File: src/bnac_pkg.sv
package bnac_pkg;
  // ---------------------------------------------------------------
  // storage geometry
  // ---------------------------------------------------------------
  localparam int NVM_DEPTH = 32;
  localparam int NVM_AW = 5;
  // ---------------------------------------------------------------
  // special-function register map
  // ---------------------------------------------------------------
  localparam logic [7:0] ADDR_OFS = 8'h30;
  localparam logic [7:0] DATA_OFS = 8'h31;
  localparam logic [7:0] INTC_OFS = 8'h32;
  localparam logic [7:0] CTRL_OFS = 8'h40;
  localparam logic CTRL_BANK = 1'b1;
  localparam int CTRL_WPERM_BIT = 3;
  localparam int CTRL_WTRIG_BIT = 2;
  localparam int CTRL_RPERM_BIT = 1;
  localparam int CTRL_RTRIG_BIT = 0;
  localparam int INTC_GIE_BIT = 0;
  localparam int INTC_IEN_BIT = 1;
  localparam int INTC_FLAG_BIT = 2;
  localparam logic [4:0] ADDR_RST = 5'h00;
  localparam logic [7:0] DATA_RST = 8'h00;
  localparam logic [7:0] CTRL_PERM_W = 8'h08;
  localparam logic [7:0] CTRL_TRIG_W = 8'h0C;
  localparam logic [7:0] CTRL_PERM_R = 8'h02;
  localparam logic [7:0] CTRL_TRIG_R = 8'h03;
  localparam logic [7:0] CTRL_CLEAR = 8'h00;
  localparam logic [7:0] POLL_NONE = 8'h00;
  localparam logic [7:0] POLL_WTRIG = 8'h04;
  localparam logic [7:0] POLL_RTRIG = 8'h01;
  // ---------------------------------------------------------------
  // timing, in system-clock cycles at 25 MHz, write length in timer ticks
  // ---------------------------------------------------------------
  localparam int RD_CYCLES = 4;
  localparam int TMR_DIV = 8;
  localparam int WR_TICKS = 16;
  localparam logic [2:0] RD_LOAD = 3'(RD_CYCLES - 1);
  localparam logic [2:0] DIV_LAST = 3'(TMR_DIV - 1);
  localparam logic [4:0] TICK_LAST = 5'(WR_TICKS - 1);
  // ---------------------------------------------------------------
  // controller registers on the AHB-Lite side
  // ---------------------------------------------------------------
  localparam logic [7:0] HCMD_OFS = 8'h00;
  localparam logic [7:0] HSTAT_OFS = 8'h04;
  localparam logic [7:0] HCFG_OFS = 8'h08;
  localparam int CMD_GO_BIT = 0;
  localparam int CMD_DIR_BIT = 1;
  localparam int CMD_ADDR_LSB = 8;
  localparam int CMD_DATA_LSB = 16;
  localparam int STAT_BUSY_BIT = 0;
  localparam int STAT_DONE_BIT = 1;
  localparam int STAT_IRQ_BIT = 2;
  localparam int STAT_RDATA_LSB = 8;
  localparam int CFG_IEN_BIT = 0;
  localparam int CFG_STKFULL_BIT = 1;
  localparam logic [2:0] WR_LAST = 3'd7;
  localparam logic [2:0] RD_LAST = 3'd5;
  // ---------------------------------------------------------------
  // types
  // ---------------------------------------------------------------
  typedef enum logic [2:0] {
    ST_IDLE = 3'b001,
    ST_READ = 3'b010,
    ST_WRITE = 3'b100
  } bnac_state_e;
  typedef enum logic [3:0] {
    H_IDLE = 4'b0001,
    H_ACC = 4'b0010,
    H_WAIT = 4'b0100,
    H_CHECK = 4'b1000
  } bnac_hstate_e;
  typedef struct packed {
    logic last;
    logic rd;
    logic [7:0] mask;
    logic bank;
    logic [7:0] addr;
    logic [7:0] wdata;
  } bnac_step_s;
endpackage

File: src/bnac_if.sv
`timescale 1ns/1ps
interface bnac_if;
  logic sfr_sel;
  logic sfr_wr;
  logic bank_select;
  logic [7:0] sfr_addr;
  logic [7:0] sfr_wdata;
  logic [7:0] sfr_rdata;
  logic irq_call;
  logic stack_full;
  modport device (
    input sfr_sel,
    input sfr_wr,
    input bank_select,
    input sfr_addr,
    input sfr_wdata,
    input stack_full,
    output sfr_rdata,
    output irq_call
  );
  modport core (
    output sfr_sel,
    output sfr_wr,
    output bank_select,
    output sfr_addr,
    output sfr_wdata,
    output stack_full,
    input sfr_rdata,
    input irq_call
  );
endinterface

File: src/bnac_device.sv
// Behaviour
// - thirty-two bytes, reached only through registers
// - single-byte access; data regs bank zero (decoded here in either bank)
// - control register at 40H in bank one
// - address field bits 4-0, upper bits zero
// - control bits 3..0, upper bits read zero
// - no array write without write permit
// - write trigger starts cycle, cleared at end
// - write trigger needs permit set beforehand
// - no array read without read permit
// - read trigger starts read, cleared at end
// - read trigger needs permit set beforehand
// - never set both triggers together
// - read byte held until next operation
// - read: permit, address, trigger, poll, take
// - write trigger right after write permit
// - drop global enable around write start
// - write timed by asynchronous internal timer
// - power-on clears write permit
// - write end sets storage request flag
// - call needs both enables, stack not full
// - service clears flag and global enable
// - no low-power mode during pending cycle
`timescale 1ns/1ps
module bnac_device
  import bnac_pkg::*;
(
  // clock and reset
  input logic hclk,
  input logic hresetn,
  // core side
  bnac_if.device sfr,
  // status
  output logic cycle_busy
);
  // ---------------------------------------------------------------
  // storage and registers
  // ---------------------------------------------------------------
  logic [7:0] mem_r [NVM_DEPTH];
  logic [NVM_AW-1:0] addr_r;
  logic [7:0] data_r;
  logic [NVM_AW-1:0] op_addr_r;
  logic [7:0] op_data_r;
  logic wperm_r;
  logic wtrig_r;
  logic rperm_r;
  logic rtrig_r;
  logic gie_r;
  logic ien_r;
  logic flag_r;
  bnac_state_e state_r;
  logic [2:0] rd_cnt_r;
  logic [2:0] div_r;
  logic tmr_run_r;
  logic [4:0] tick_r;
  logic done_tgl_r;
  logic done_s1_r;
  logic done_s2_r;
  logic done_s3_r;
  // ---------------------------------------------------------------
  // decode
  // ---------------------------------------------------------------
  logic wr_acc;
  logic rd_acc;
  logic hit_addr;
  logic hit_data;
  logic hit_intc;
  logic hit_ctrl;
  logic idle;
  logic start_wr;
  logic start_rd;
  logic rd_done;
  logic wr_done;
  logic tick;
  logic service;
  assign wr_acc = sfr.sfr_sel & sfr.sfr_wr;
  assign rd_acc = sfr.sfr_sel & ~sfr.sfr_wr;
  assign hit_addr = (sfr.sfr_addr == ADDR_OFS);
  assign hit_data = (sfr.sfr_addr == DATA_OFS);
  assign hit_intc = (sfr.sfr_addr == INTC_OFS);
  assign hit_ctrl = (sfr.sfr_addr == CTRL_OFS) && (sfr.bank_select == CTRL_BANK);
  assign idle = (state_r == ST_IDLE);
  // permit must already stand; a write trigger wins over a read one
  assign start_wr = wr_acc & hit_ctrl & idle & wperm_r & sfr.sfr_wdata[CTRL_WTRIG_BIT];
  assign start_rd = wr_acc & hit_ctrl & idle & rperm_r & sfr.sfr_wdata[CTRL_RTRIG_BIT]
                    & ~sfr.sfr_wdata[CTRL_WTRIG_BIT];
  assign rd_done = (state_r == ST_READ) && (rd_cnt_r == 3'h0);
  assign wr_done = (state_r == ST_WRITE) && (done_s2_r ^ done_s3_r);
  assign tick = (div_r == DIV_LAST);
  assign service = flag_r & ien_r & gie_r & ~sfr.stack_full & ~sfr.irq_call;
  // ---------------------------------------------------------------
  // sequencer
  // ---------------------------------------------------------------
  always_ff @(posedge hclk or negedge hresetn) begin
    if (!hresetn) begin
      state_r <= ST_IDLE;
    end else begin
      unique case (state_r)
        ST_IDLE: begin
          if (start_wr) begin
            state_r <= ST_WRITE;
          end else if (start_rd) begin
            state_r <= ST_READ;
          end
        end
        ST_READ: begin
          if (rd_done) begin
            state_r <= ST_IDLE;
          end
        end
        ST_WRITE: begin
          if (wr_done) begin
            state_r <= ST_IDLE;
          end
        end
        default: begin
          state_r <= ST_IDLE;
        end
      endcase
    end
  end
  always_ff @(posedge hclk or negedge hresetn) begin
    if (!hresetn) begin
      cycle_busy <= 1'b0;
    end else begin
      cycle_busy <= start_wr | start_rd | (~idle & ~rd_done & ~wr_done);
    end
  end
  // ---------------------------------------------------------------
  // read latency counter
  // ---------------------------------------------------------------
  always_ff @(posedge hclk or negedge hresetn) begin
    if (!hresetn) begin
      rd_cnt_r <= 3'h0;
    end else if (start_rd) begin
      rd_cnt_r <= RD_LOAD;
    end else if (rd_cnt_r != 3'h0) begin
      rd_cnt_r <= rd_cnt_r - 3'h1;
    end
  end
  // ---------------------------------------------------------------
  // free-running write timer, not aligned to the access
  // ---------------------------------------------------------------
  always_ff @(posedge hclk or negedge hresetn) begin
    if (!hresetn) begin
      div_r <= 3'h0;
    end else if (tick) begin
      div_r <= 3'h0;
    end else begin
      div_r <= div_r + 3'h1;
    end
  end
  always_ff @(posedge hclk or negedge hresetn) begin
    if (!hresetn) begin
      tmr_run_r <= 1'b0;
      tick_r <= 5'h00;
      done_tgl_r <= 1'b0;
    end else if (start_wr) begin
      tmr_run_r <= 1'b1;
      tick_r <= 5'h00;
    end else if (tmr_run_r && tick) begin
      if (tick_r == TICK_LAST) begin
        tmr_run_r <= 1'b0;
        done_tgl_r <= ~done_tgl_r;
      end else begin
        tick_r <= tick_r + 5'h01;
      end
    end
  end
  // completion toggle crosses into the core's timing
  always_ff @(posedge hclk or negedge hresetn) begin
    if (!hresetn) begin
      done_s1_r <= 1'b0;
      done_s2_r <= 1'b0;
      done_s3_r <= 1'b0;
    end else begin
      done_s1_r <= done_tgl_r;
      done_s2_r <= done_s1_r;
      done_s3_r <= done_s2_r;
    end
  end
  // ---------------------------------------------------------------
  // storage array
  // ---------------------------------------------------------------
  always_ff @(posedge hclk) begin
    if (wr_done && wperm_r) begin
      mem_r[op_addr_r] <= op_data_r;
    end
  end
  always_ff @(posedge hclk or negedge hresetn) begin
    if (!hresetn) begin
      op_addr_r <= ADDR_RST;
      op_data_r <= DATA_RST;
    end else if (start_wr || start_rd) begin
      op_addr_r <= addr_r;
      op_data_r <= data_r;
    end
  end
  // ---------------------------------------------------------------
  // address and data registers
  // ---------------------------------------------------------------
  always_ff @(posedge hclk or negedge hresetn) begin
    if (!hresetn) begin
      addr_r <= ADDR_RST;
    end else if (wr_acc && hit_addr) begin
      addr_r <= sfr.sfr_wdata[NVM_AW-1:0];
    end
  end
  always_ff @(posedge hclk or negedge hresetn) begin
    if (!hresetn) begin
      data_r <= DATA_RST;
    end else if (rd_done && rperm_r) begin
      data_r <= mem_r[op_addr_r];
    end else if (wr_acc && hit_data) begin
      data_r <= sfr.sfr_wdata;
    end
  end
  // ---------------------------------------------------------------
  // control register
  // ---------------------------------------------------------------
  always_ff @(posedge hclk or negedge hresetn) begin
    if (!hresetn) begin
      wperm_r <= 1'b0;
      rperm_r <= 1'b0;
    end else if (wr_acc && hit_ctrl) begin
      wperm_r <= sfr.sfr_wdata[CTRL_WPERM_BIT];
      rperm_r <= sfr.sfr_wdata[CTRL_RPERM_BIT];
    end
  end
  // triggers ignore software clears while their cycle runs
  always_ff @(posedge hclk or negedge hresetn) begin
    if (!hresetn) begin
      wtrig_r <= 1'b0;
      rtrig_r <= 1'b0;
    end else begin
      if (start_wr) begin
        wtrig_r <= 1'b1;
      end else if (wr_done) begin
        wtrig_r <= 1'b0;
      end
      if (start_rd) begin
        rtrig_r <= 1'b1;
      end else if (rd_done) begin
        rtrig_r <= 1'b0;
      end
    end
  end
  // ---------------------------------------------------------------
  // storage interrupt
  // ---------------------------------------------------------------
  always_ff @(posedge hclk or negedge hresetn) begin
    if (!hresetn) begin
      flag_r <= 1'b0;
    end else if (wr_done) begin
      flag_r <= 1'b1;
    end else if (service) begin
      flag_r <= 1'b0;
    end else if (wr_acc && hit_intc) begin
      flag_r <= sfr.sfr_wdata[INTC_FLAG_BIT];
    end
  end
  always_ff @(posedge hclk or negedge hresetn) begin
    if (!hresetn) begin
      gie_r <= 1'b0;
      ien_r <= 1'b0;
    end else if (wr_acc && hit_intc) begin
      gie_r <= sfr.sfr_wdata[INTC_GIE_BIT];
      ien_r <= sfr.sfr_wdata[INTC_IEN_BIT];
    end else if (service) begin
      gie_r <= 1'b0;
    end
  end
  always_ff @(posedge hclk or negedge hresetn) begin
    if (!hresetn) begin
      sfr.irq_call <= 1'b0;
    end else begin
      sfr.irq_call <= service;
    end
  end
  // ---------------------------------------------------------------
  // read-back, unmapped locations read zero
  // ---------------------------------------------------------------
  always_ff @(posedge hclk or negedge hresetn) begin
    if (!hresetn) begin
      sfr.sfr_rdata <= 8'h00;
    end else if (rd_acc) begin
      if (hit_addr) begin
        sfr.sfr_rdata <= {3'h0, addr_r};
      end else if (hit_data) begin
        sfr.sfr_rdata <= data_r;
      end else if (hit_intc) begin
        sfr.sfr_rdata <= {5'h00, flag_r, ien_r, gie_r};
      end else if (hit_ctrl) begin
        sfr.sfr_rdata <= {4'h0, wperm_r, wtrig_r, rperm_r, rtrig_r};
      end else begin
        sfr.sfr_rdata <= 8'h00;
      end
    end
  end
endmodule

File: src/flat_wrapper.sv
// flat-port wrapper written by rule: the top's interface ports become plain ports
module bnac_device_flat import bnac_pkg::*;
  (hclk, hresetn, cycle_busy, sfr_sfr_sel, sfr_sfr_wr, sfr_bank_select, sfr_sfr_addr, sfr_sfr_wdata, sfr_stack_full, sfr_sfr_rdata, sfr_irq_call);
  bnac_if sfr_i ();
  input logic hclk;
  input logic hresetn;
  output logic cycle_busy;
  input wire logic [$bits(sfr_i.sfr_sel)-1:0] sfr_sfr_sel;
  input wire logic [$bits(sfr_i.sfr_wr)-1:0] sfr_sfr_wr;
  input wire logic [$bits(sfr_i.bank_select)-1:0] sfr_bank_select;
  input wire logic [$bits(sfr_i.sfr_addr)-1:0] sfr_sfr_addr;
  input wire logic [$bits(sfr_i.sfr_wdata)-1:0] sfr_sfr_wdata;
  input wire logic [$bits(sfr_i.stack_full)-1:0] sfr_stack_full;
  output wire logic [$bits(sfr_i.sfr_rdata)-1:0] sfr_sfr_rdata;
  output wire logic [$bits(sfr_i.irq_call)-1:0] sfr_irq_call;
  assign sfr_i.sfr_sel = sfr_sfr_sel;
  assign sfr_i.sfr_wr = sfr_sfr_wr;
  assign sfr_i.bank_select = sfr_bank_select;
  assign sfr_i.sfr_addr = sfr_sfr_addr;
  assign sfr_i.sfr_wdata = sfr_sfr_wdata;
  assign sfr_i.stack_full = sfr_stack_full;
  assign sfr_sfr_rdata = sfr_i.sfr_rdata;
  assign sfr_irq_call = sfr_i.irq_call;
  bnac_device u_core (.hclk(hclk), .hresetn(hresetn), .sfr(sfr_i), .cycle_busy(cycle_busy));
endmodule
File: config.mk
export PLATFORM = sky130hd
export DESIGN_NAME = bnac_device_flat
export DESIGN_NICKNAME = d
export VERILOG_FILES = /design/src/bnac_pkg.sv /design/src/bnac_if.sv /design/src/bnac_device.sv /design/src/flat_wrapper.sv
export SDC_FILE = /design/constraint.sdc
export NUM_CORES = 1
export LEC_CHECK = 0
export BUFFER_PORTS_ARGS = -buffer_cell sky130_fd_sc_hd__buf_2
export CORE_MARGIN = 3
export CORE_UTILIZATION = 45
export DETAILED_ROUTE_END_ITERATION = 8
export SYNTH_ARGS = -nofsm -noshare
export SYNTH_HDL_FRONTEND = slang
export SYNTH_SLANG_ARGS = --single-unit
File: constraint.sdc
create_clock -name hclk -period 5.2 [get_ports hclk]
set_input_delay 0.26 -clock hclk [delete_from_list [all_inputs] [get_ports hclk]]
set_output_delay 0.26 -clock hclk [all_outputs]
set_load 0.02 [all_outputs]
==> metrics <==
sequential share of the synthesized area 0.713; share of total power in the clock network 0.455; half-perimeter wire length after placement about 17000 um; Setup crit start kind flop; switching pwr roughly 0.001 W; post-route antenna net violation count 0; main combinational cell family by area after synthesis multiplexers; number of gates resized after CTS 0; Clock transition at path regs approximately 60 ps; crit-path leading delay family simple AND/OR/NAND/NOR gates; result of the run finished clean; post-CTS repair timing setup buffer count 0; wire length of the first global-routing pass between 40000 and 50000 um; P&R area growth vs syn 12.5%; number of buffers inserted by port buffering 31; total wire length roughly 28000 um; kind of path behind the tightest hold check in2reg; static leakage around 5.6 nW; vias per inst between 5 and 6; total number of yosys warnings 0; slowest stage delay, CP 800 ps; Wirelength per Cell 23.2 um; EDFF count, synth about 260; Slew HR 0.235; CTS HTree Levels 2; maximum number of buffers from clock root to sink 3; CTS tree done; simple logic cell fraction of the synthesized area 0.0669; required time at the worst-slack endpoint roughly 5300 ps; clock period minus final worst setup slack around 3000 ps; Peak VDD IR between 0.2 and 0.25 mV; Buf/Inv on CP 1; Setup TNS Final 0 ps; vias in the first global route around 7100; Die Y approximately 180 um; CP endpoint kind flop; fraction of synthesized area in multiplexers 0.145; average cell area after synthesis roughly 17 um^2; share of total power consumed by net switching 0.190; maximum clock frequency approximately 330 MHz; biggest area consumer among synthesized cells sky130_fd_sc_hd__edfxtp_1; fin crit share 0.585; top fanout value on the critical path slightly below 60; internal power around 0.0042 W; Power Dens Cells between 300 and 400 mW/mm^2; number of rows created at floorplan 61; post-synth design cell area around 0.013 mm^2; detailed-router iteration count before antenna repair 5; RSZ-0062 raised after global routing no; count of different cell masters after synthesis between 60 and 70; Worst path slowest cell sky130_fd_sc_hd__dfrtp_4; post-route standard cell area excluding fillers 0.0146 mm^2; type of the worst setup path reg2reg; cells along the critical path buf_4 > or3_1 > nor2_1; Iteration-0 DRC Markers about 800; share of the synthesized netlist area taken by xor and xnor gates 0.00406; grt ovf 0; ranking of synthesized cells by area sky130_fd_sc_hd__edfxtp_1, sky130_fd_sc_hd__dfrtp_1, sky130_fd_sc_hd__mux4_2, sky130_fd_sc_hd__mux2i_1, sky130_fd_sc_hd__mux2_2; number of hold violations in the final report 0; Die X approximately 180 um; initial core utilization 0.461; combinational share of power 0.019; final max-slew violation count 0; final total power approximately 0.0052 W; Inserted Clock Buffers 35; routability cong. 0.818; vias post-DR between 6000 and 7000; GR Util All Layers 0.186; cts-stage hold buffer count 2; synthesized-area fraction occupied by adder cells 0.00580; share of total power in sequential cells 0.526; pin count of the biggest net entering global routing 63; nets 827; area fraction of the dominant cell type after synthesis 0.594; master cell of the clock root buffer sky130_fd_sc_hd__clkbuf_16; most numerous cell in the Yosys netlist sky130_fd_sc_hd__edfxtp_1; number of I/O pins 32; clk sinks between 300 and 400; area of placed instances between 0.01 and 0.015 mm^2; synthesized-area fraction occupied by ao, oa, aoi and oai cells 0.0409; ranking of synthesized cells by instance count sky130_fd_sc_hd__edfxtp_1, sky130_fd_sc_hd__dfrtp_1, sky130_fd_sc_hd__mux2i_1; number of antenna cells inserted 0; fraction of registers with async set/reset 0.195; measured slew at the worst slew-check pin around 1100 ps; insertion delay to the later sink of the worst-skew pair ~510 ps; fraction of layout cells with a size suffix above 1 0.217; post-synth net total approximately 790; post-route clock skew about 19 ps; register bit total from synthesis roughly 320; Max-Cap Viols 0; data arrival at the endpoint of the critical path 3160 ps; number of antenna violations at the first check in global routing 1; number of instances in the synthesized netlist between 700 and 800; worst-case hold slack approximately 28 ps; total die area about 0.031 mm^2; number of remaining DRC errors 0; prevailing post-synth register cell sky130_fd_sc_hd__edfxtp_1; core area around 0.028 mm^2; number of failing setup endpoints in the final timing report 0
placed cells by master (no fill, tap or decap), drive strengths merged, types with 3 or more instances in the layout:
cell type  synthesis  routed
a2111oi            5       5
a21o               3       3
a21oi             10      10
a22oi              5       5
a31oi              4       4
a32oi              3       3
and2               3       3
buf               29      42
clkbuf            10      51
clkinv             0      10
dfrtp             61      61
edfxtp           256     256
ha                 6       6
inv               16      16
mux2              26      26
mux2i             50      50
mux4              47      47
nand2             50      50
nand2b            11      11
nand3             12      12
nor2              48      48
nor2b              4       4
nor3              16      16
o21ai             20      20
o221ai             4       4
o22ai              6       6
o31ai              6       6
or2                3       3
or3                7       7
xor2               5       5
layer usage:
layer / share of wire / global-route usage / up-vias
li1: - / - / 3039
met1: 0.44 / 0.269 / 3483
met2: 0.49 / 0.295 / 218
met3: 0.055 / 0.0318 / 39
met4: 0.020 / 0.0475 / 2
met5: 0.00029 / 0 / -
power groups by stage:
stage / registers (W) / clock network, W / logic [W]
after floorplan: 0.00280 / 0 / 0.0000614
after global placement: 0.00280 / 0 / 0.0000904
after detailed placement: 0.00280 / 0 / 0.0000988
after CTS: 0.00275 / 0.00243 / 0.000101
after global routing: 0.00275 / 0.00255 / 0.000115
final: 0.00275 / 0.00238 / 0.0000990
worst paths after layout:
check	slack [ps]	to	cells past startpoint	startpoint
setup / recovery	2160	u_core.mem_r[8][0]$_DFFE_PP_	3	u_core.op_addr_r[1]$_DFFE_PN0P_
hold reg to reg	350	u_core.done_s2_r$_DFF_PN0_	0	u_core.done_s1_r$_DFF_PN0_
max in group asynchronous	4130	u_core.op_addr_r[0]$_DFFE_PN0P_	3	hresetn
min in group asynchronous	460	u_core.done_s3_r$_DFF_PN0_	3	hresetn
hold / removal	30	u_core.addr_r[4]$_DFFE_PN0P_	2	sfr_sfr_wdata[4]
setup reg to reg	2160	u_core.mem_r[8][0]$_DFFE_PP_	3	u_core.op_addr_r[1]$_DFFE_PN0P_
cells by family (layout without fill, tap and decap cells):
family                     count (synthesis)  after routing
adders and majority gates                  6              6
DFF                                      318            318
AOI/OAI and AO/OA                         78             78
xor gates and xnor gates                   6              6
buffers and inverters                     55            123
muxes                                    123            123
and+or+nand+nor                          171            171
metrics by stage:
step                      instances  setup WS (ps)   util
after floorplan                 757           3010      -
after global placement         1138           2240  0.478
after detailed placement       1138           2190  0.478
after CTS                      1203           2140  0.519
after global routing           1203           1970  0.519
final                          1203           2160  0.519
worst register-to-register path, cell delays in order, from the launching register on:
cell	delay, ps
sky130_fd_sc_hd__dfrtp_4	800
sky130_fd_sc_hd__buf_4	540
sky130_fd_sc_hd__or3_1	600
sky130_fd_sc_hd__nor2_1	710
registers in the layout, indices dropped and copies added, names as in the netlist, 3 cells and up:
name,cells
u_core.rd_cnt_r,3
u_core.div_r,3
u_core.data_r,8
u_core.sfr.sfr_rdata,8
u_core.addr_r,5
u_core.op_data_r,8
u_core.tick_r,5
u_core.state_r,3
u_core.mem_r,256
u_core.op_addr_r,5
area by class of cell:
cell class | instances | area [um^2]
flip-flops and latches | 318 | 9250
clock inverters | 12 | 104
fillers | 2336 | 13500
clock buffers | 51 | 1020
repair buffers | 44 | 258
well taps | 378 | 473
multi-input cells | 384 | 3410
inverters | 16 | 60.1
No activity file was read; power rests on OpenSTA's default activity.
